## src/verilog/pcr_pkg.sv

```systemverilog
/*
 * constants of the clock-generator control register bank: register
 * addresses, widths, reset values, field positions and serial framing.
 * assumes a single mclk domain; all input pins are synchronised inside the register bank.
 */
// Summary of operation
// - divisor field sets feedback counter ratio 9..4103
// - post divider selects divide by 1, 2, 4
// - coarse codes 00..11 add 1..4 clocks
// - fine code n gives (n+1)/16 clock delay
// - pump codes 00, 10, 11 select three currents
// - pump code 01 behaves exactly like 00
// - three polarity bits, one means positive
// - readback bit shifts registers out serially
// - synthesizer enable switches counter, post divider, output clocks and delay line on/off
// - cleared bypass bit counts external test clock
// - seven enables gate seven TTL outputs
// - readback shows seven registers 8,4,7,7,3,8,4 bits
// - PECL always driven, TTL only when enabled
package pcr_pkg;

  // register addresses carried in the first three bits of a frame
  localparam logic [2:0] ADDR_DIV_LOW = 3'h1;
  localparam logic [2:0] ADDR_DIV_HIGH = 3'h2;
  localparam logic [2:0] ADDR_CENTER = 3'h3;
  localparam logic [2:0] ADDR_DELAY = 3'h4;
  localparam logic [2:0] ADDR_PUMP = 3'h5;
  localparam logic [2:0] ADDR_OUTPOL = 3'h6;
  localparam logic [2:0] ADDR_TESTPOW = 3'h7;
  localparam int ADDR_BITS = 3;

  // register widths
  localparam int W_DIV_LOW = 8;
  localparam int W_DIV_HIGH = 4;
  localparam int W_CENTER = 7;
  localparam int W_DELAY = 7;
  localparam int W_PUMP = 3;
  localparam int W_OUTPOL = 8;
  localparam int W_TESTPOW = 4;
  localparam int READBACK_BITS = 41;

  // reset values: normal operating settings
  localparam logic [7:0] RST_DIV_LOW = 8'h38;
  localparam logic [3:0] RST_DIV_HIGH = 4'h5;
  localparam logic [6:0] RST_CENTER = 7'h5f;
  localparam logic [6:0] RST_DELAY = 7'h10;
  localparam logic [2:0] RST_PUMP = 3'h4;
  localparam logic [7:0] RST_OUTPOL = 8'h03;
  localparam logic [3:0] RST_TESTPOW = 4'h7;

  // field positions
  localparam int CEN_DIV_HI = 6;
  localparam int CEN_DIV_LO = 5;
  localparam int CEN_BAND_HI = 4;
  localparam int DLY_COARSE_HI = 6;
  localparam int DLY_COARSE_LO = 5;
  localparam int DLY_FINE_HI = 4;
  localparam int PUMP_CUR_HI = 2;
  localparam int PUMP_CUR_LO = 1;
  localparam int PUMP_EN_TEST = 0;
  localparam int OP_EN_UNLOCK = 7;
  localparam int OP_EN_DELAYED_SYNC_OUT = 6;
  localparam int OP_EN_HALF = 5;
  localparam int OP_EN_HALF_N = 4;
  localparam int OP_EN_FULL = 3;
  localparam int OP_EN_FULL_N = 2;
  localparam int OP_POL_DELAYED_SYNC_OUT = 1;
  localparam int OP_POL_SYNC = 0;
  localparam int TP_READBACK = 3;
  localparam int TP_SYNTHESIZER_ENABLE = 2;
  localparam int TP_BYPASS = 1;
  localparam int TP_POL_PD = 0;

  // divider and pump encodings and ratio limits
  localparam logic [12:0] RATIO_OFFSET = 13'h0008;
  localparam logic [12:0] RATIO_MIN = 13'h0009;
  localparam logic [1:0] POST_DIV1 = 2'h0;
  localparam logic [1:0] POST_DIV2 = 2'h1;
  localparam logic [1:0] PUMP_UNUSED = 2'h1;
  localparam logic [1:0] PUMP_LOW = 2'h0;

endpackage

```

## src/verilog/pcr_prog_counter.sv

```systemverilog
/*
 * programmable feedback counter: divides a tick stream by a ratio.
 * assumes tick is a one-cycle pulse on mclk and ratio is at least 2.
 */
`timescale 1ns/100ps
module pcr_prog_counter #(
  parameter int WIDTH = 13
) (
  // clock and reset
  input wire logic mclk,
  input wire logic rst,
  // control
  input wire logic run,
  input wire logic tick,
  input wire logic [WIDTH-1:0] ratio,
  // result
  output logic terminalPulse,
  output logic testOut
);

  logic [WIDTH-1:0] countQ;
  logic pulseQ;
  logic testQ;

  // count down from ratio-1; reloading keeps a new ratio glitch-free
  always_ff @(posedge mclk) begin
    if (rst || !run) begin
      countQ <= '0;
      pulseQ <= 1'b0;
    end else if (tick) begin
      if (countQ == '0) begin
        countQ <= ratio - WIDTH'(1);
        pulseQ <= 1'b1;
      end else begin
        countQ <= countQ - WIDTH'(1);
        pulseQ <= 1'b0;
      end
    end else begin
      pulseQ <= 1'b0;
    end
  end

  // test output toggles once per full count
  always_ff @(posedge mclk) begin
    if (rst || !run) begin
      testQ <= 1'b0;
    end else if (pulseQ) begin
      testQ <= ~testQ;
    end
  end

  assign terminalPulse = pulseQ;
  assign testOut = testQ;

endmodule

```

## src/verilog/pcr_control_regs.sv

```systemverilog
/*
 * control register bank of a line-locked clock generator with its
 * three-line serial write port, serial readback and digital outputs.
 * assumes serial pins, sync and test inputs are asynchronous to mclk
 * and toggle well below half the mclk rate.
 */
`timescale 1ns/100ps
module pcr_control_regs (
  // clock and reset
  input wire logic mclk,
  input wire logic rst,
  // serial bus pins
  input wire logic serialClock,
  input wire logic serialData,
  input wire logic serialFrameEnable,
  output logic serialReadbackOut,
  output logic serialReadbackOe,
  // timing inputs
  input wire logic syncIn,
  input wire logic oscillatorTestIn,
  input wire logic unlockIn,
  // analogue settings
  output logic [12:0] divideRatio,
  output logic [1:0] pumpCurrent,
  output logic [4:0] centerBand,
  output logic [4:0] fineDelayCode,
  output logic phaseDetectorPolarity,
  output logic synthesizerEnable,
  output logic feedbackPulse,
  // PECL outputs
  output logic peclFullRate,
  output logic peclFullRateN,
  output logic peclHalfRate,
  output logic peclHalfRateN,
  output logic peclDelayedSync,
  output logic peclDelayedSyncN,
  // TTL outputs with enables
  output logic counterTestOut,
  output logic counterTestOe,
  output logic unlockOut,
  output logic unlockOe,
  output logic delayedSyncOut,
  output logic delayedSyncOe,
  output logic halfRateClockOut,
  output logic halfRateClockOe,
  output logic halfRateClockOutInverted,
  output logic halfRateClockInvOe,
  output logic fullRateClockOut,
  output logic fullRateClockOe,
  output logic fullRateClockOutInverted,
  output logic fullRateClockInvOe
);

  logic [5:0] metaQ;
  logic [5:0] pinQ;
  logic sclkPrevQ;
  logic framePrevQ;
  logic oscPrevQ;
  logic sclkRise;
  logic frameFall;
  logic frameRise;
  logic [3:0] bitCntQ;
  logic [2:0] addrQ;
  logic [7:0] dataQ;
  logic [7:0] divLowQ;
  logic [3:0] divHighQ;
  logic [6:0] centerQ;
  logic [6:0] delayQ;
  logic [2:0] pumpQ;
  logic [7:0] outPolQ;
  logic [3:0] testPowQ;
  logic [3:0] needBits;
  logic [40:0] rbShiftQ;
  logic [40:0] allRegs;
  logic [12:0] ratioSum;
  logic oscTick;
  logic [1:0] postCntQ;
  logic [1:0] postLimit;
  logic clkTick;
  logic fullQ;
  logic halfQ;
  logic [3:0] delayLineQ;
  logic dsyncQ;
  logic syncLevel;
  logic testOut;
  logic synthOn;

  // two-flop synchronisers: only pinQ is read downstream
  always_ff @(posedge mclk) begin
    if (rst) begin
      metaQ <= 6'h00;
      pinQ <= 6'h00;
    end else begin
      metaQ <= {unlockIn, oscillatorTestIn, syncIn, serialFrameEnable,
                serialData, serialClock};
      pinQ <= metaQ;
    end
  end

  // edge history of the synchronised pins
  always_ff @(posedge mclk) begin
    if (rst) begin
      sclkPrevQ <= 1'b0;
      framePrevQ <= 1'b0;
      oscPrevQ <= 1'b0;
    end else begin
      sclkPrevQ <= pinQ[0];
      framePrevQ <= pinQ[2];
      oscPrevQ <= pinQ[4];
    end
  end

  assign sclkRise = pinQ[0] & ~sclkPrevQ;
  assign frameRise = pinQ[2] & ~framePrevQ;
  assign frameFall = ~pinQ[2] & framePrevQ;

  // frame shifter: three address bits then data, msb first
  always_ff @(posedge mclk) begin
    if (rst || frameRise) begin
      bitCntQ <= 4'h0;
      addrQ <= 3'h0;
      dataQ <= 8'h00;
    end else if (pinQ[2] && sclkRise) begin
      if (bitCntQ != 4'hf) begin
        bitCntQ <= bitCntQ + 4'h1;
      end
      if (bitCntQ < 4'(pcr_pkg::ADDR_BITS)) begin
        addrQ <= {addrQ[1:0], pinQ[1]};
      end else begin
        dataQ <= {dataQ[6:0], pinQ[1]};
      end
    end
  end

  // bits a frame must carry for its address; short frames are dropped
  always_comb begin
    needBits = 4'hf;
    unique case (addrQ)
      pcr_pkg::ADDR_DIV_LOW: needBits = 4'(3 + pcr_pkg::W_DIV_LOW);
      pcr_pkg::ADDR_DIV_HIGH: needBits = 4'(3 + pcr_pkg::W_DIV_HIGH);
      pcr_pkg::ADDR_CENTER: needBits = 4'(3 + pcr_pkg::W_CENTER);
      pcr_pkg::ADDR_DELAY: needBits = 4'(3 + pcr_pkg::W_DELAY);
      pcr_pkg::ADDR_PUMP: needBits = 4'(3 + pcr_pkg::W_PUMP);
      pcr_pkg::ADDR_OUTPOL: needBits = 4'(3 + pcr_pkg::W_OUTPOL);
      pcr_pkg::ADDR_TESTPOW: needBits = 4'(3 + pcr_pkg::W_TESTPOW);
      default: needBits = 4'hf;
    endcase
  end

  // registers latch the last received bits when the frame closes
  always_ff @(posedge mclk) begin
    if (rst) begin
      divLowQ <= pcr_pkg::RST_DIV_LOW;
      divHighQ <= pcr_pkg::RST_DIV_HIGH;
      centerQ <= pcr_pkg::RST_CENTER;
      delayQ <= pcr_pkg::RST_DELAY;
      pumpQ <= pcr_pkg::RST_PUMP;
      outPolQ <= pcr_pkg::RST_OUTPOL;
      testPowQ <= pcr_pkg::RST_TESTPOW;
    end else if (frameFall && bitCntQ >= needBits) begin
      unique case (addrQ)
        pcr_pkg::ADDR_DIV_LOW: divLowQ <= dataQ;
        pcr_pkg::ADDR_DIV_HIGH: divHighQ <= dataQ[3:0];
        pcr_pkg::ADDR_CENTER: centerQ <= dataQ[6:0];
        pcr_pkg::ADDR_DELAY: delayQ <= dataQ[6:0];
        pcr_pkg::ADDR_PUMP: pumpQ <= dataQ[2:0];
        pcr_pkg::ADDR_OUTPOL: outPolQ <= dataQ;
        pcr_pkg::ADDR_TESTPOW: testPowQ <= dataQ[3:0];
        default: ;
      endcase
    end
  end

  // readback image in register order, each msb first
  assign allRegs = {divLowQ, divHighQ, centerQ, delayQ, pumpQ, outPolQ,
                    testPowQ};

  // rotate out on serial clock edges outside frames; reloads while readback is off
  // or a frame is open, so a scan starts at register one from the contents held before the last frame closed
  always_ff @(posedge mclk) begin
    if (rst) begin
      rbShiftQ <= 41'h0;
    end else if (!testPowQ[pcr_pkg::TP_READBACK] || pinQ[2]) begin
      rbShiftQ <= allRegs;
    end else if (sclkRise) begin
      rbShiftQ <= {rbShiftQ[39:0], rbShiftQ[40]};
    end
  end

  assign serialReadbackOut = rbShiftQ[40];
  assign serialReadbackOe = testPowQ[pcr_pkg::TP_READBACK];

  // feedback ratio: code plus offset, never below the minimum
  assign ratioSum = {1'b0, divHighQ, divLowQ} + pcr_pkg::RATIO_OFFSET;
  assign divideRatio = (ratioSum < pcr_pkg::RATIO_MIN) ?
                       pcr_pkg::RATIO_MIN : ratioSum;

  assign synthOn = testPowQ[pcr_pkg::TP_SYNTHESIZER_ENABLE];
  assign synthesizerEnable = synthOn;

  // bypass cleared: count the external test clock instead of mclk
  assign oscTick = testPowQ[pcr_pkg::TP_BYPASS] ? 1'b1 :
                   (pinQ[4] & ~oscPrevQ);

  pcr_prog_counter #(
    .WIDTH(13)
  ) u_counter (
    .mclk(mclk),
    .rst(rst),
    .run(synthOn),
    .tick(clkTick),
    .ratio(divideRatio),
    .terminalPulse(feedbackPulse),
    .testOut(testOut)
  );

  // post divider limit: one tick in 1, 2 or 4 becomes a clock tick
  always_comb begin
    unique case (centerQ[pcr_pkg::CEN_DIV_HI:pcr_pkg::CEN_DIV_LO])
      pcr_pkg::POST_DIV1: postLimit = 2'h0;
      pcr_pkg::POST_DIV2: postLimit = 2'h1;
      default: postLimit = 2'h3;
    endcase
  end

  always_ff @(posedge mclk) begin
    if (rst || !synthOn) begin
      postCntQ <= 2'h0;
    end else if (oscTick) begin
      postCntQ <= (postCntQ >= postLimit) ? 2'h0 : postCntQ + 2'h1;
    end
  end

  assign clkTick = oscTick && (postCntQ >= postLimit);

  // output clock and its half-rate companion
  always_ff @(posedge mclk) begin
    if (rst || !synthOn) begin
      fullQ <= 1'b0;
      halfQ <= 1'b0;
    end else if (clkTick) begin
      fullQ <= ~fullQ;
      if (fullQ) begin
        halfQ <= ~halfQ;
      end
    end
  end

  // sync with input polarity removed, positive when bit is one
  assign syncLevel = pinQ[3] ^ ~outPolQ[pcr_pkg::OP_POL_SYNC];

  // coarse delay line in output clock periods; fine part is analogue
  always_ff @(posedge mclk) begin
    if (rst || !synthOn) begin
      delayLineQ <= 4'h0;
      dsyncQ <= 1'b0;
    end else if (clkTick && fullQ) begin
      delayLineQ <= {delayLineQ[2:0], syncLevel};
      dsyncQ <= delayLineQ[delayQ[pcr_pkg::DLY_COARSE_HI:
                                  pcr_pkg::DLY_COARSE_LO]] ^
                ~outPolQ[pcr_pkg::OP_POL_DELAYED_SYNC_OUT];
    end
  end

  // fine code n asks the delay line for (n+1)/16 clock
  assign fineDelayCode = delayQ[pcr_pkg::DLY_FINE_HI:0];

  // pump code 01 is mapped to 00 so it can never reach the pump
  assign pumpCurrent =
    (pumpQ[pcr_pkg::PUMP_CUR_HI:pcr_pkg::PUMP_CUR_LO] ==
     pcr_pkg::PUMP_UNUSED) ? pcr_pkg::PUMP_LOW :
    pumpQ[pcr_pkg::PUMP_CUR_HI:pcr_pkg::PUMP_CUR_LO];

  assign centerBand = centerQ[pcr_pkg::CEN_BAND_HI:0];
  assign phaseDetectorPolarity = testPowQ[pcr_pkg::TP_POL_PD];

  // PECL pairs are always driven
  assign peclFullRate = fullQ;
  assign peclFullRateN = ~fullQ;
  assign peclHalfRate = halfQ;
  assign peclHalfRateN = ~halfQ;
  assign peclDelayedSync = dsyncQ;
  assign peclDelayedSyncN = ~dsyncQ;

  // TTL outputs carry values always; each enable decides the drive
  assign counterTestOut = testOut;
  assign counterTestOe = pumpQ[pcr_pkg::PUMP_EN_TEST];
  assign unlockOut = pinQ[5];
  assign unlockOe = outPolQ[pcr_pkg::OP_EN_UNLOCK];
  assign delayedSyncOut = dsyncQ;
  assign delayedSyncOe = outPolQ[pcr_pkg::OP_EN_DELAYED_SYNC_OUT];
  assign halfRateClockOut = halfQ;
  assign halfRateClockOe = outPolQ[pcr_pkg::OP_EN_HALF];
  assign halfRateClockOutInverted = ~halfQ;
  assign halfRateClockInvOe = outPolQ[pcr_pkg::OP_EN_HALF_N];
  assign fullRateClockOut = fullQ;
  assign fullRateClockOe = outPolQ[pcr_pkg::OP_EN_FULL];
  assign fullRateClockOutInverted = ~fullQ;
  assign fullRateClockInvOe = outPolQ[pcr_pkg::OP_EN_FULL_N];

endmodule

```

## config.mk

```make
export PLATFORM = sky130hd
export DESIGN_NAME = pcr_control_regs
export DESIGN_NICKNAME = d
export VERILOG_FILES = /design/src/verilog/pcr_pkg.sv /design/src/verilog/pcr_prog_counter.sv /design/src/verilog/pcr_control_regs.sv
export SDC_FILE = /design/constraint.sdc
export NUM_CORES = 1
export LEC_CHECK = 0
export ABC_AREA = 1
export BUFFER_PORTS_ARGS = -buffer_cell sky130_fd_sc_hd__buf_2
export CAP_MARGIN = 20
export CORE_ASPECT_RATIO = 0.7
export CORE_MARGIN = 10
export CORE_UTILIZATION = 45
export DETAILED_ROUTE_END_ITERATION = 16
export GPL_ROUTABILITY_DRIVEN = 1
export GPL_TIMING_DRIVEN = 0
export PLACE_DENSITY_LB_ADDON = 0.25
export SETUP_SLACK_MARGIN = 0.4
export SYNTH_ARGS = -nofsm -noshare
export SYNTH_HDL_FRONTEND = slang
export SYNTH_SLANG_ARGS = --single-unit
```

## constraint.sdc

```tcl
create_clock -name mclk -period 2.5 [get_ports mclk]
set_clock_uncertainty 0.15 [all_clocks]
set_input_delay 0 -clock mclk [delete_from_list [all_inputs] [get_ports mclk]]
set_output_delay 0 -clock mclk [all_outputs]
set_load 0.005 [all_outputs]
```

# Word level (Yosys, flattened, before mapping)
# Index checks and enable logic that the tools add are counted.
[totals] register_bits=136 out_inout_bits=50 word_cells=101
[op_classes] n_addsub=5 bitwise_logic=18 n_lt_le_gt_ge=5 eq_ne=10 n_mux=12 reduce_logical=27
[ops] cell="two-way mux 41 bit" n=2
[ops] cell="two-way mux 13 bit" n=2
[ops] cell="subtractor 13 x 1 -> 13 bit (second input constant)" n=2
[ops] cell="AND reduction 2 bit" n=11
[ops] cell="case mux 4 bit (4 select lines)" n=1
[ops] cell="adder 12 x 4 -> 13 bit (second input constant)" n=1
[ops] cell="logical NOT 13 bit" n=1
[ops] cell="< comparator 13 x 4 -> 1 bit (second input constant)" n=1
[ops] cell="equality test 3 bit (second input constant)" n=4
[ops] cell="NOT 1 bit" n=12
[ops] cell="OR reduction 2 bit" n=4
[ops] cell="equality test 3 x 2 -> 1 bit (second input constant)" n=2
[ops] cell="adder 4 x 1 -> 4 bit (second input constant)" n=1
[ops] cell="AND 1 bit" n=4
[ops] cell="equality test 2 x 1 -> 1 bit (second input constant)" n=2
[ops] cell="greater-or-equal comparator 4 bit" n=1
[ops] cell="logical AND 1 bit" n=4
[ops] cell="< comparator 4 x 2 -> 1 bit (second input constant)" n=1
[ops] cell="two-way mux 2 bit" n=2
[ops] cell="inequality test 4 bit (second input constant)" n=1
[ops] cell="case mux 2 bit (2 select lines)" n=1
[ops] cell="equality test 3 x 1 -> 1 bit (second input constant)" n=1
[ops] cell="logical OR 1 bit" n=3
[ops] cell="< comparator 2 x 3 -> 1 bit (second input constant)" n=1
[ops] cell="other kinds (8)" n=12

# Logic depth before layout (Yosys ltp)
# Gate-level depths: netlist of run 1.
[logic_depth] ltp_word=6 depth_mapped=19

# Hierarchy
# From an unflattened synthesis of run 1, not the netlist that was laid out.
[unflattened] hier_cells=947 area_unflattened_um2=6597.6
[modules_own_cells] module="pcr_control_regs" cells_per_inst=753 area_each_um2=5395.2 instances=1
[modules_own_cells] module="pcr_prog_counter" cells_per_inst=194 area_each_um2=1202.4 instances=1

# Worst setup path after synthesis of run 1
# Ideal clock, no wire load.
[synth_path] path_kind="register to register" startpoint="register divLowQ[3]" endpoint="register u_counter.countQ[8]" arrival_ps=2217 stages_incl_launch_ff=20 setup_ps=109 slack_ps=23 required_ps=2241 cell_sequence="dfxtp_1 -> ha_1 -> nand2_1 -> nor2_2 -> nand2_1 -> nand2_1 -> nand2_2 -> nor2_4 -> nand3_4 -> nand2_2 -> nand2_2 -> nand2_4 -> ha_1 -> nand3_2 -> nor2_4 -> nand2_1 -> a21oi_1 -> o21ai_1 -> nand2_1 -> inv_1"
[synth_between] elab_chain_len=5
[synth_rtl] item="start, declared" line="pcr_control_regs.sv:65" source="logic [7:0] divLowQ;"
[synth_rtl] item="start signal, assigned" line="pcr_control_regs.sv:153" source="divLowQ <= pcr_pkg::RST_DIV_LOW;"
[synth_rtl] item="start signal, assigned" line="pcr_control_regs.sv:162" source="pcr_pkg::ADDR_DIV_LOW: divLowQ <= dataQ;"
[synth_rtl] item="adder 12 x 4 -> 13 bit *" line="pcr_control_regs.sv:194" source="assign ratioSum = {1'b0, divHighQ, divLowQ} + pcr_pkg::RATIO_OFFSET;"
[synth_rtl] item="< comparator 13 x 4 -> 1 bit" line="pcr_control_regs.sv:195" source="assign divideRatio = (ratioSum < pcr_pkg::RATIO_MIN) ?"
[synth_rtl] item="two-way mux 13 bit *" line="pcr_control_regs.sv:195"
[synth_rtl] item="subtractor 13 x 1 -> 13 bit *" line="pcr_prog_counter.sv:32" source="countQ <= ratio - WIDTH'(1);"
[synth_rtl] item="two-way mux 13 bit *" line="pcr_prog_counter.sv:31" source="if (countQ == '0) begin"
[synth_rtl] item="end signal, assigned" line="pcr_prog_counter.sv:32"
[synth_rtl] item="end signal, assigned" line="pcr_prog_counter.sv:35" source="countQ <= countQ - WIDTH'(1);"
[synth_rtl] item="end, declared" line="pcr_prog_counter.sv:21" source="logic [WIDTH-1:0] countQ;"
# Every way passes the cells marked *; elsewhere a longest branch is shown, timed or not.
# A chain may end at the register's enable or synchronous reset.

# Final worst setup path of run 1
[layout_path] startpoint="register divLowQ[4]" endpoint="register u_counter.countQ[10]"
# The elaborated chain is that of the path after synthesis.

==> results of run 1 <==
routing by layer:
layer	track usage, %	up-vias
met2	27.1	218
met5	0	-
met4	6.24	0
met1	27.2	2904
li1	-	3060
met3	3.81	18
per-stage QoR:
stage | cell area [µm²] | hold slack (ns)
floorplan | 6300 | -0.0430
global placement | 6820 | 0.0493
detailed placement | 6820 | 0.0550
CTS | 7910 | 0.157
global route | 8220 | 0.196
finish | 8220 | 0.173
state kept, by name, summed over array words and instances, names as in the netlist, 2 cells and up:
| register | count |
|---|---|
| testPowQ | 4 |
| pumpQ | 3 |
| centerQ | 7 |
| outPolQ | 8 |
| bitCntQ | 4 |
| divLowQ | 8 |
| divHighQ | 4 |
| addrQ | 3 |
| dataQ | 8 |
| metaQ | 6 |
| u_counter.countQ | 13 |
| postCntQ | 2 |
| rbShiftQ | 41 |
| delayLineQ | 4 |
| pinQ | 6 |
| delayQ | 7 |
synthesized netlist by cell type (5+ instances only):
master,instances
a21oi_1,54
a31oi_1,24
buf_4,16
clkbuf_1,34
dfxtp_1,136
ha_1,9
inv_1,95
inv_2,5
nand2_1,157
nand2_2,11
nand2_4,6
nand3_1,26
nand4_1,10
nor2_1,109
nor2_4,6
nor3_1,8
o211ai_1,9
o21ai_0,115
o21ai_1,7
power groups by stage:
stage | Combinational (µW) | Clock, µW | Sequential (µW)
final | 1760 | 2640 | 2270
after global placement | 1340 | 0 | 2320
after floorplan | 1100 | 0 | 2310
after CTS | 1500 | 2660 | 2270
after global routing | 1910 | 2770 | 2280
after detailed placement | 1350 | 0 | 2320
critical path: stages, from the launching register on:
cell	delay (ns)
dfxtp_4	0.38
ha_4	0.18
nand2_4	0.07
nor2_4	0.10
nand2_1	0.08
nand2_2	0.08
nand2_4	0.06
nor2_4	0.11
nand3_4	0.11
nand2_4	0.09
nand2_4	0.05
nand2_4	0.08
ha_4	0.15
nand3_4	0.09
nor2_4	0.14
buf_6	0.11
nand3_2	0.06
nand2_1	0.08
o21ai_1	0.06
a21oi_1	0.11
area by class of cell:
| type | instances | area, µm² |
|---|---|---|
| Tap cell | 185 | 231 |
| Multi-Input combinational cell | 575 | 3210 |
| Sequential cell | 136 | 2750 |
| Inverter | 103 | 407 |
| Fill cell | 1141 | 5140 |
| Timing Repair inverter | 1 | 7.51 |
| Clock inverter | 15 | 190 |
| Buffer | 53 | 288 |
| Clock buffer | 17 | 425 |
| Timing Repair Buffer | 101 | 708 |
what timing repair did:
item,CTS,global route
pin swaps,38,28
gates cloned,3,0
hold buffers,8,0
setup buffers,26,11
endpoints found under the hold margin,11,0
endpoints found under the setup margin,69,87
resized for setup,73,72
worst min path at each step:
stage / start / endpoint / slack [ns] / depth (start not counted)
after global placement: serialFrameEnable / metaQ[2]$_SDFF_PP0_ / 0.05 / 3
after floorplan: serialClock / metaQ[0]$_SDFF_PP0_ / -0.04 / 2
after CTS: serialData / metaQ[1]$_SDFF_PP0_ / 0.16 / 4
after global routing: oscillatorTestIn / metaQ[4]$_SDFF_PP0_ / 0.20 / 4
after detailed placement: syncIn / metaQ[3]$_SDFF_PP0_ / 0.06 / 3
final: oscillatorTestIn / metaQ[4]$_SDFF_PP0_ / 0.17 / 4
logic make-up after synthesis:
group,after synthesis
xor+xnor,4
fa+ha+maj,9
buf+inv,156
flops,136
compound gates,213
simple gates,347
==> impl_metrics.ini, run 1 <==
[grt]
grt.total_usage_pct = 18.8
antenna_found_initial = 0
gr-total-overflow = 0
grt_max_degree = 17
grt_pass1_vias = 5733
grt_first_pass_wirelength_um = 29500

[pwr]
peakVddDrop_uv = 589
power.switching_uw = 2170
clkPwrFrac_pct = 39.6
pwr-share-comb_pct = 26.4
swShare_pct = 32.5
p_int_uw = 4500
total_power_uw = 6670
p_seq_share_pct = 34.0
cellLeakagePower_uw = 0.00361
power_density_nw_per_um2 = 812

[cts]
cts_buffers = 17
clk_pin_slew_ns = 0.06
cts-root-buf = clkbuf_16
cts_tree = yes
clkLatencyLatePin_ns = 0.42
clk_path_buf_depth = 2
clkSinkCount = 136
htreeDepth = 4

[detailed_routing]
dr_total_vias = 6200
drt_wl_total_um = 18300
met1_length_um = 9020
ant_nets = 0
drc = 0
wire_per_inst_um = 15.4
via_per_inst = 5.23
drt_first_pass_iters = 5
routed-wl-met2_um = 7770
route.met3.wl_um = 1310
drtIter0Drc = 588
highest_layer = met4

[synth]
synthesis.area_um2 = 6230
netlist-cell-type-count = 36
synth_ff_type = dfxtp_1
muxShareOfSynthArea_pct = 0
syn_nets = 882
yosys_warnings = 0
synth_cells = 865
synth_edf_count = 0
yosysTopAreaCellShare_pct = 43.7
synthSimpleGateAreaFrac_pct = 25.2
synth_top_family_by_area = simple AND/OR/NAND/NOR gates
yosysTopAreaCell = dfxtp_1
synth_xor_area_share_pct = 0.562
post_synth.cell_area_avg_um2 = 7.20
synth_compound_area_share_pct = 18.1
seq_area_frac_synth_pct = 43.7
synthAdderAreaFrac_pct = 1.81
async_flop_share_pct = 0
synth.top_cells.by_area = dfxtp_1 44%, nand2_1 9.5%, o21ai_0 9.2%
synth_seq_cells = 136

[sta]
finalSetupViolCount = 0
max_freq_mhz = 416
finalCriticalPeriod_ns = 2.40
slew_headroom_pct = 59.6
report.final.slew_viol_count = 0
setup_tns_ns = 0
finalCritPeriodShare_pct = 96.2
hold_viol = 0
worst_slew_pin_slew_ns = 0.606
rsz0062_at_grt = true
fin_ws_ns = 0.0956

[setup_path]
cp-endpoint = u_counter.countQ[10]$_SDFFE_PP0P_
worst-path-max-fanout = 5
arrival_ns = 2.61
rrSetupSlack_ns = 0.1
cp-startpoint = divLowQ[4]$_SDFFE_PP1P_
r2r-start = divLowQ[4]$_SDFFE_PP1P_
worstSetupPathType = register to register
r2r_cells = 19
r2r_end = u_counter.countQ[10]$_SDFFE_PP0P_
cp-end-kind = register
startpoint_type = register
critPathRequiredTime_ns = 2.70

[placed_design]
place_inst = 1106
post-place-ws_ns = -0.488
gp_congestion = 0.937
port_buffers = 56
hpwlAfterDp_um = 12100

[floorplanning]
io_pins = 58
die_w_um = 161
dieArea_um2 = 19000
start_util_pct = 46.6
die_h_um = 118
coreArea_um2 = 13400
num_rows = 35

[finish]
drive_above_1_share_pct = 27.6
stdcell_count = 1186
area_delta_synth_final_pct = 31.9
post-route-util_pct = 61.5
final_common_cell = nand2_1
diodes = 0
nNetsFinal = 1005
final_cell_mix = 137 x nand2_1, 127 x dfxtp_1, 92 x nor2_1, 90 x o21ai_0, 79 x inv_1

[job]
cap_violations = 0

[run_status]
status = complete, no violations

[min_path]
hp-class = primary input to register
(Power assumes the default switching activity.)
==> run 2: changes to the inputs <==
--- a/config.mk
+++ b/config.mk
@@ -5,7 +5,6 @@
 export SDC_FILE = /design/constraint.sdc
 export NUM_CORES = 1
 export LEC_CHECK = 0
-export ABC_AREA = 1
 export BUFFER_PORTS_ARGS = -buffer_cell sky130_fd_sc_hd__buf_2
 export CAP_MARGIN = 20
 export CORE_ASPECT_RATIO = 0.7
@@ -16,6 +15,7 @@
 export GPL_TIMING_DRIVEN = 0
 export PLACE_DENSITY_LB_ADDON = 0.25
 export SETUP_SLACK_MARGIN = 0.4
+export SKIP_LAST_GASP = 1
 export SYNTH_ARGS = -nofsm -noshare
 export SYNTH_HDL_FRONTEND = slang
 export SYNTH_SLANG_ARGS = --single-unit
==> run 2 against run 1 <==
Compared with the run above: the flow now finishes with violations (negative setup slack); area after synthesis is 1.1% higher; combinational power is 35% lower; first-iteration DRC count is 12% lower; register-to-register slack worse by 1.3 ns; global-route usage is 0.53 points higher; largest cell class unchanged; largest power group unchanged.
==> impl_metrics.ini, run 2 <==
[floorplanning]
io_pins = 58
num_rows = 36
die_h_um = 119
start_util_pct = 45.5
dieArea_um2 = 19200
die_w_um = 161
coreArea_um2 = 13800

[grt]
gr-total-overflow = 0
grt_first_pass_wirelength_um = 30300
grt.total_usage_pct = 19.3
antenna_found_initial = 0
grt_max_degree = 17
grt_pass1_vias = 5645

[finish]
regArea_um2 = 2730
largest_register = rbShiftQ
post-route-util_pct = 60.4
multiInputGateArea_um2 = 3480
n_fill_cell = 1183
area_delta_synth_final_pct = 32.7
largest_reg_flops = 41
final_common_cell = dfxtp_1
nNetsFinal = 885
final_cell_mix = 131 x dfxtp_1, 109 x nand2_1, 98 x nor2_1, 61 x buf_2, 42 x a311oi_1
diodes = 0
drive_above_1_share_pct = 26.9
reg_top3 = rbShiftQ x41, u_counter.countQ x13

[detailed_routing]
drtIter0Drc = 518
drc = 0
wire_per_inst_um = 17.6
drt_wl_total_um = 18900
dr_total_vias = 5922
ant_nets = 0
via_per_inst = 5.53
drt_first_pass_iters = 5

[synth]
synth_seq_cells = 136
async_flop_share_pct = 0
yosysTopAreaCell = dfxtp_1
post-synth-top-count-cell = dfxtp_1
netlist-cell-type-count = 56
seq_area_frac_synth_pct = 43.2
synthesis.area_um2 = 6300
synthTopCellsByCount = 136 x dfxtp_1, 112 x nand2_1, 104 x nor2_1, 49 x clkbuf_1, 42 x a311oi_1
post_synth.cell_area_avg_um2 = 8.41
synth_edf_count = 0
synth.top_cells.by_area = dfxtp_1 43%, nand2_1 6.7%, mux2i_1 6.5%
yosys_warnings = 0
yosysTopAreaCellShare_pct = 43.2
synth_ff_type = dfxtp_1
synth_cells = 749
syn_nets = 766

[pwr]
peakVddDrop_uv = 514
total_power_uw = 6100
power_density_nw_per_um2 = 730
cellLeakagePower_uw = 0.00325

[placed_design]
gp_congestion = 0.870
port_buffers = 57
hpwlAfterDp_um = 12800

[setup_path]
arrival_ns = 3.79
cp-end-kind = register
critPathRequiredTime_ns = 2.63
worstSetupPathType = register to register
startpoint_type = register
worst-path-max-fanout = 3

[cts]
cts_tree = yes
clk_pin_slew_ns = 0.06
clkLatencyLatePin_ns = 0.42
htreeDepth = 4
clk_path_buf_depth = 2
clkSinkCount = 136
cts-root-buf = clkbuf_16
cts_buffers = 17

[sta]
hold_viol = 0
worst_slew_pin_slew_ns = 0.843
max_freq_mhz = 273
report.final.slew_viol_count = 0
rsz0062_at_grt = true
fin_ws_ns = -1.16
finalCriticalPeriod_ns = 3.66
finalSetupViolCount = 56
slew_headroom_pct = 43.3
finalCritPeriodShare_pct = 146

[job]
cap_violations = 0

[min_path]
hp-class = primary input to register

[run_status]
violations = negative setup slack
status = finished with violations
[run 2: per-layer routing]
| metal | track usage [%] | vias up | wire, µm |
|---|---|---|---|
| li1 | - | 2837 | - |
| met1 | 27.7 | 2880 | 8960 |
| met2 | 28.2 | 186 | 8290 |
| met3 | 5.16 | 19 | 1460 |
| met4 | 4.54 | 0 | 188 |
| met5 | 0 | - | 0 |
[run 2: power by group]
group	leakage (µW)	switching, µW	internal, µW
combinational	0.00184	707	429
clock	0.000298	992	1680
sequential	0.00111	62.3	2230
[run 2: cell type report]
| cell class | instances | share of cell area, % |
|---|---|---|
| clock inverters | 14 | 2.32 |
| multi-input cells | 518 | 41.6 |
| flip-flops and latches | 136 | 32.7 |
| well taps | 190 | 2.84 |
| repair buffers | 100 | 8.17 |
| plain buffers | 76 | 6.27 |
| clock buffers | 18 | 5.14 |
| inverters | 19 | 0.913 |
[run 2: critical path: stages (launching register included)]
cell	delay (ns)
dfxtp_4	0.36
ha_2	0.19
buf_6	0.12
or4_4	0.42
nand2_4	0.08
a31oi_4	0.11
or3_1	0.38
buf_6	0.14
a31oi_4	0.16
ha_4	0.16
inv_2	0.03
or3_4	0.37
or4_4	0.43
a21oi_2	0.14
mux2i_1	0.20
a21oi_1	0.08
[run 2: final timing paths]
path	startpoint	cells after the start	to	slack (ns)
setup / recovery	divLowQ[3]$_SDFFE_PP1P_	15	u_counter.countQ[10]$_SDFFE_PP0P_	-1.16
hold reg to reg	metaQ[3]$_SDFF_PP0_	1	pinQ[3]$_SDFF_PP0_	0.29
hold / removal	serialFrameEnable	3	metaQ[2]$_SDFF_PP0_	0.18
setup reg to reg	divLowQ[3]$_SDFFE_PP1P_	15	u_counter.countQ[10]$_SDFFE_PP0P_	-1.16
[run 2: cell families (layout without fill, tap and decap cells)]
logic type      Yosys count  after routing  synth area share, %
compound gates          132            132                 15.8
xor+xnor                 16             16                 2.23
fa+ha+maj                 9              9                 1.79
buf+inv                  95            227                 6.99
flops                   136            136                 43.2
mux                      42             42                 6.87
simple gates            319            319                 23.1
[run 2: repair_timing]
item,in CTS,in global routing
hold buffers,7,0
pin swaps,25,20
resized for setup,50,62
gates cloned,1,0
setup endpoints to repair,76,118
buffers inserted,30,5
hold endpoints to repair,13,0
[run 2: through the flow]
stage / setup TNS [ns] / instance area, µm² / std cells / worst slack (ns) / hold WS [ns]
after detailed placement: -14.99 / 7010 / 996 / -1.36 / 0.0622
after global routing: -21.67 / 8360 / 1071 / -1.26 / 0.203
after CTS: -15.14 / 8140 / 1066 / -1.15 / 0.161
final: -16.28 / 8360 / 1071 / -1.16 / 0.179
after floorplan: -6.52 / 6480 / 749 / -1.13 / -0.0218
after global placement: -13.83 / 7010 / 996 / -1.34 / 0.0575
==> run 3: changes to the inputs <==
--- a/config.mk
+++ b/config.mk
@@ -14,6 +14,7 @@
 export GPL_ROUTABILITY_DRIVEN = 1
 export GPL_TIMING_DRIVEN = 0
 export PLACE_DENSITY_LB_ADDON = 0.25
+export REMOVE_ABC_BUFFERS = 1
 export SETUP_SLACK_MARGIN = 0.4
 export SKIP_LAST_GASP = 1
 export SYNTH_ARGS = -nofsm -noshare
==> run 3 against run 2 <==
Compared with the run above: the run still ends with negative setup slack left; final cell count down 5.4%; sequential share of layout area up 1.2 points; critical path depth down 1; global-route usage down 2.1 points; non-clock buffer count down 57; sequential power about the same; utilization down 1.9 points; die area unchanged; critical endpoint unchanged.
==> impl_metrics.ini, run 3 (same netlist as run 2, synthesis figures left out) <==
[detailed_routing]
dr_total_vias = 5801
via_per_inst = 5.73
drt_first_pass_iters = 6
drt_wl_total_um = 18600
drc = 0
ant_nets = 0
drtIter0Drc = 418
wire_per_inst_um = 18.4

[sta]
rsz0062_at_grt = true
fin_ws_ns = -1.01
report.final.slew_viol_count = 0
worst_slew_pin_slew_ns = 0.920
slew_headroom_pct = 38.7
setup_tns_ns = -16.18
finalCritPeriodShare_pct = 140
finalSetupViolCount = 48
hold_viol = 0
max_freq_mhz = 285
finalCriticalPeriod_ns = 3.51

[finish]
largest_register = rbShiftQ
n_fill_cell = 1207
nNetsFinal = 831
final_cell_mix = 125 x dfxtp_1, 109 x nand2_1, 98 x nor2_1, 55 x buf_2
diodes = 0
area_delta_synth_final_pct = 28.4
final_cell_area_um2 = 8090
reg_top3 = rbShiftQ x41, u_counter.countQ x13
final_common_cell = dfxtp_1
post-route-util_pct = 58.5
drive_above_1_share_pct = 26.9
largest_reg_flops = 41

[setup_path]
worst-path-max-fanout = 4
cp-end-kind = register
startpoint_type = register
critPathRequiredTime_ns = 2.62
worstSetupPathType = register to register
arrival_ns = 3.63
r2r_cells = 14

[pwr]
power_density_nw_per_um2 = 702
peakVddDrop_uv = 503
total_power_uw = 5680
cellLeakagePower_uw = 0.00308

[grt]
grt.total_usage_pct = 17.3
gr-total-overflow = 0
grt_max_degree = 94
grt_first_pass_wirelength_um = 27300
grt_pass1_vias = 5249
antenna_found_initial = 0

[cts]
cts-root-buf = clkbuf_16
htreeDepth = 4
cts_buffers = 17
clkSinkCount = 136
clk_pin_slew_ns = 0.06
cts_tree = yes
clk_path_buf_depth = 2
clkLatencyLatePin_ns = 0.42

[floorplanning]
num_rows = 36
io_pins = 58
die_h_um = 119
coreArea_um2 = 13800
dieArea_um2 = 19200
die_w_um = 161
start_util_pct = 45.5

[placed_design]
gp_congestion = 0.871
hpwlAfterDp_um = 10400
post-place-ws_ns = -1.76
placed_area_um2 = 6530
port_buffers = 57

[min_path]
hp-class = primary input to register
min_path_cells = 3

[job]
cap_violations = 0

[run_status]
violations = negative setup slack
status = finished with violations
-- run 3: cell count changes in the layout (fill, tap and decap cells not counted), sizes merged, moves of 2 or more --
cell and delta:
nor2b +2, inv -4, bufinv -3, buf -16, clkbuf -41
-- run 3: what timing repair did --
action	CTS	global route
gates cloned	2	1
buffers inserted	31	17
hold buffers	6	5
pin swaps	16	36
setup endpoints to repair	80	92
gates resized for setup	69	47
hold endpoints to repair	6	34
-- run 3: where the power goes --
part           internal [µW]  switching (µW)  leakage [µW]
sequential              2230            73.1       0.00111
combinational            413             662       0.00172
clock                   1390             915      0.000254
-- run 3: per-layer routing --
| layer | share of wire [%] | vias up | routed length (µm) | GRT usage (%) |
|---|---|---|---|---|
| met5 | 0 | - | 0 | 0 |
| met4 | 2.0 | 0 | 367 | 5.39 |
| met3 | 7.4 | 41 | 1380 | 4.47 |
| met2 | 47 | 251 | 8820 | 28.1 |
| met1 | 43 | 2780 | 8050 | 22.0 |
| li1 | - | 2729 | - | - |
-- run 3: final cells by class --
cell class                      count  area (µm²)  area share (%)
Tap cell                          190         238            2.94
Clock inverter                      9        80.1           0.990
Multi-Input combinational cell    521        3530            43.7
Inverter                           19        73.8           0.913
Timing Repair Buffer              119         966            11.9
Clock buffer                       19         453            5.60
Sequential cell                   136        2750            34.0
-- run 3: per-stage QoR --
stage / hold WS (ns) / std cells
finish: 0.170 / 1013
global route: 0.202 / 1013
CTS: 0.0474 / 990
detailed placement: 0.0671 / 923
global placement: 0.0601 / 920
floorplan: -0.0784 / 673
-- run 3: path summary, 6_finish.rpt --
kind	slack, ns	to	start
max	-1.01	u_counter.countQ[10]$_SDFFE_PP0P_	divLowQ[3]$_SDFFE_PP1P_
min	0.17	metaQ[3]$_SDFF_PP0_	syncIn
max reg2reg	-1.01	u_counter.countQ[10]$_SDFFE_PP0P_	divLowQ[3]$_SDFFE_PP1P_
min reg2reg	0.28	pinQ[1]$_SDFF_PP0_	metaQ[1]$_SDFF_PP0_
-- run 3: critical path: stages (launching register included) --
cell and delay (ns):
dfxtp_4 0.39, inv_4 0.04, ha_4 0.23, or4_4 0.42
nor2_4 0.13, nor2_4 0.05, or3_4 0.41, a31oi_4 0.14
ha_2 0.20, inv_2 0.04, or3_4 0.33, or4_4 0.42
a21oi_2 0.14, mux2i_1 0.19, a21oi_1 0.07
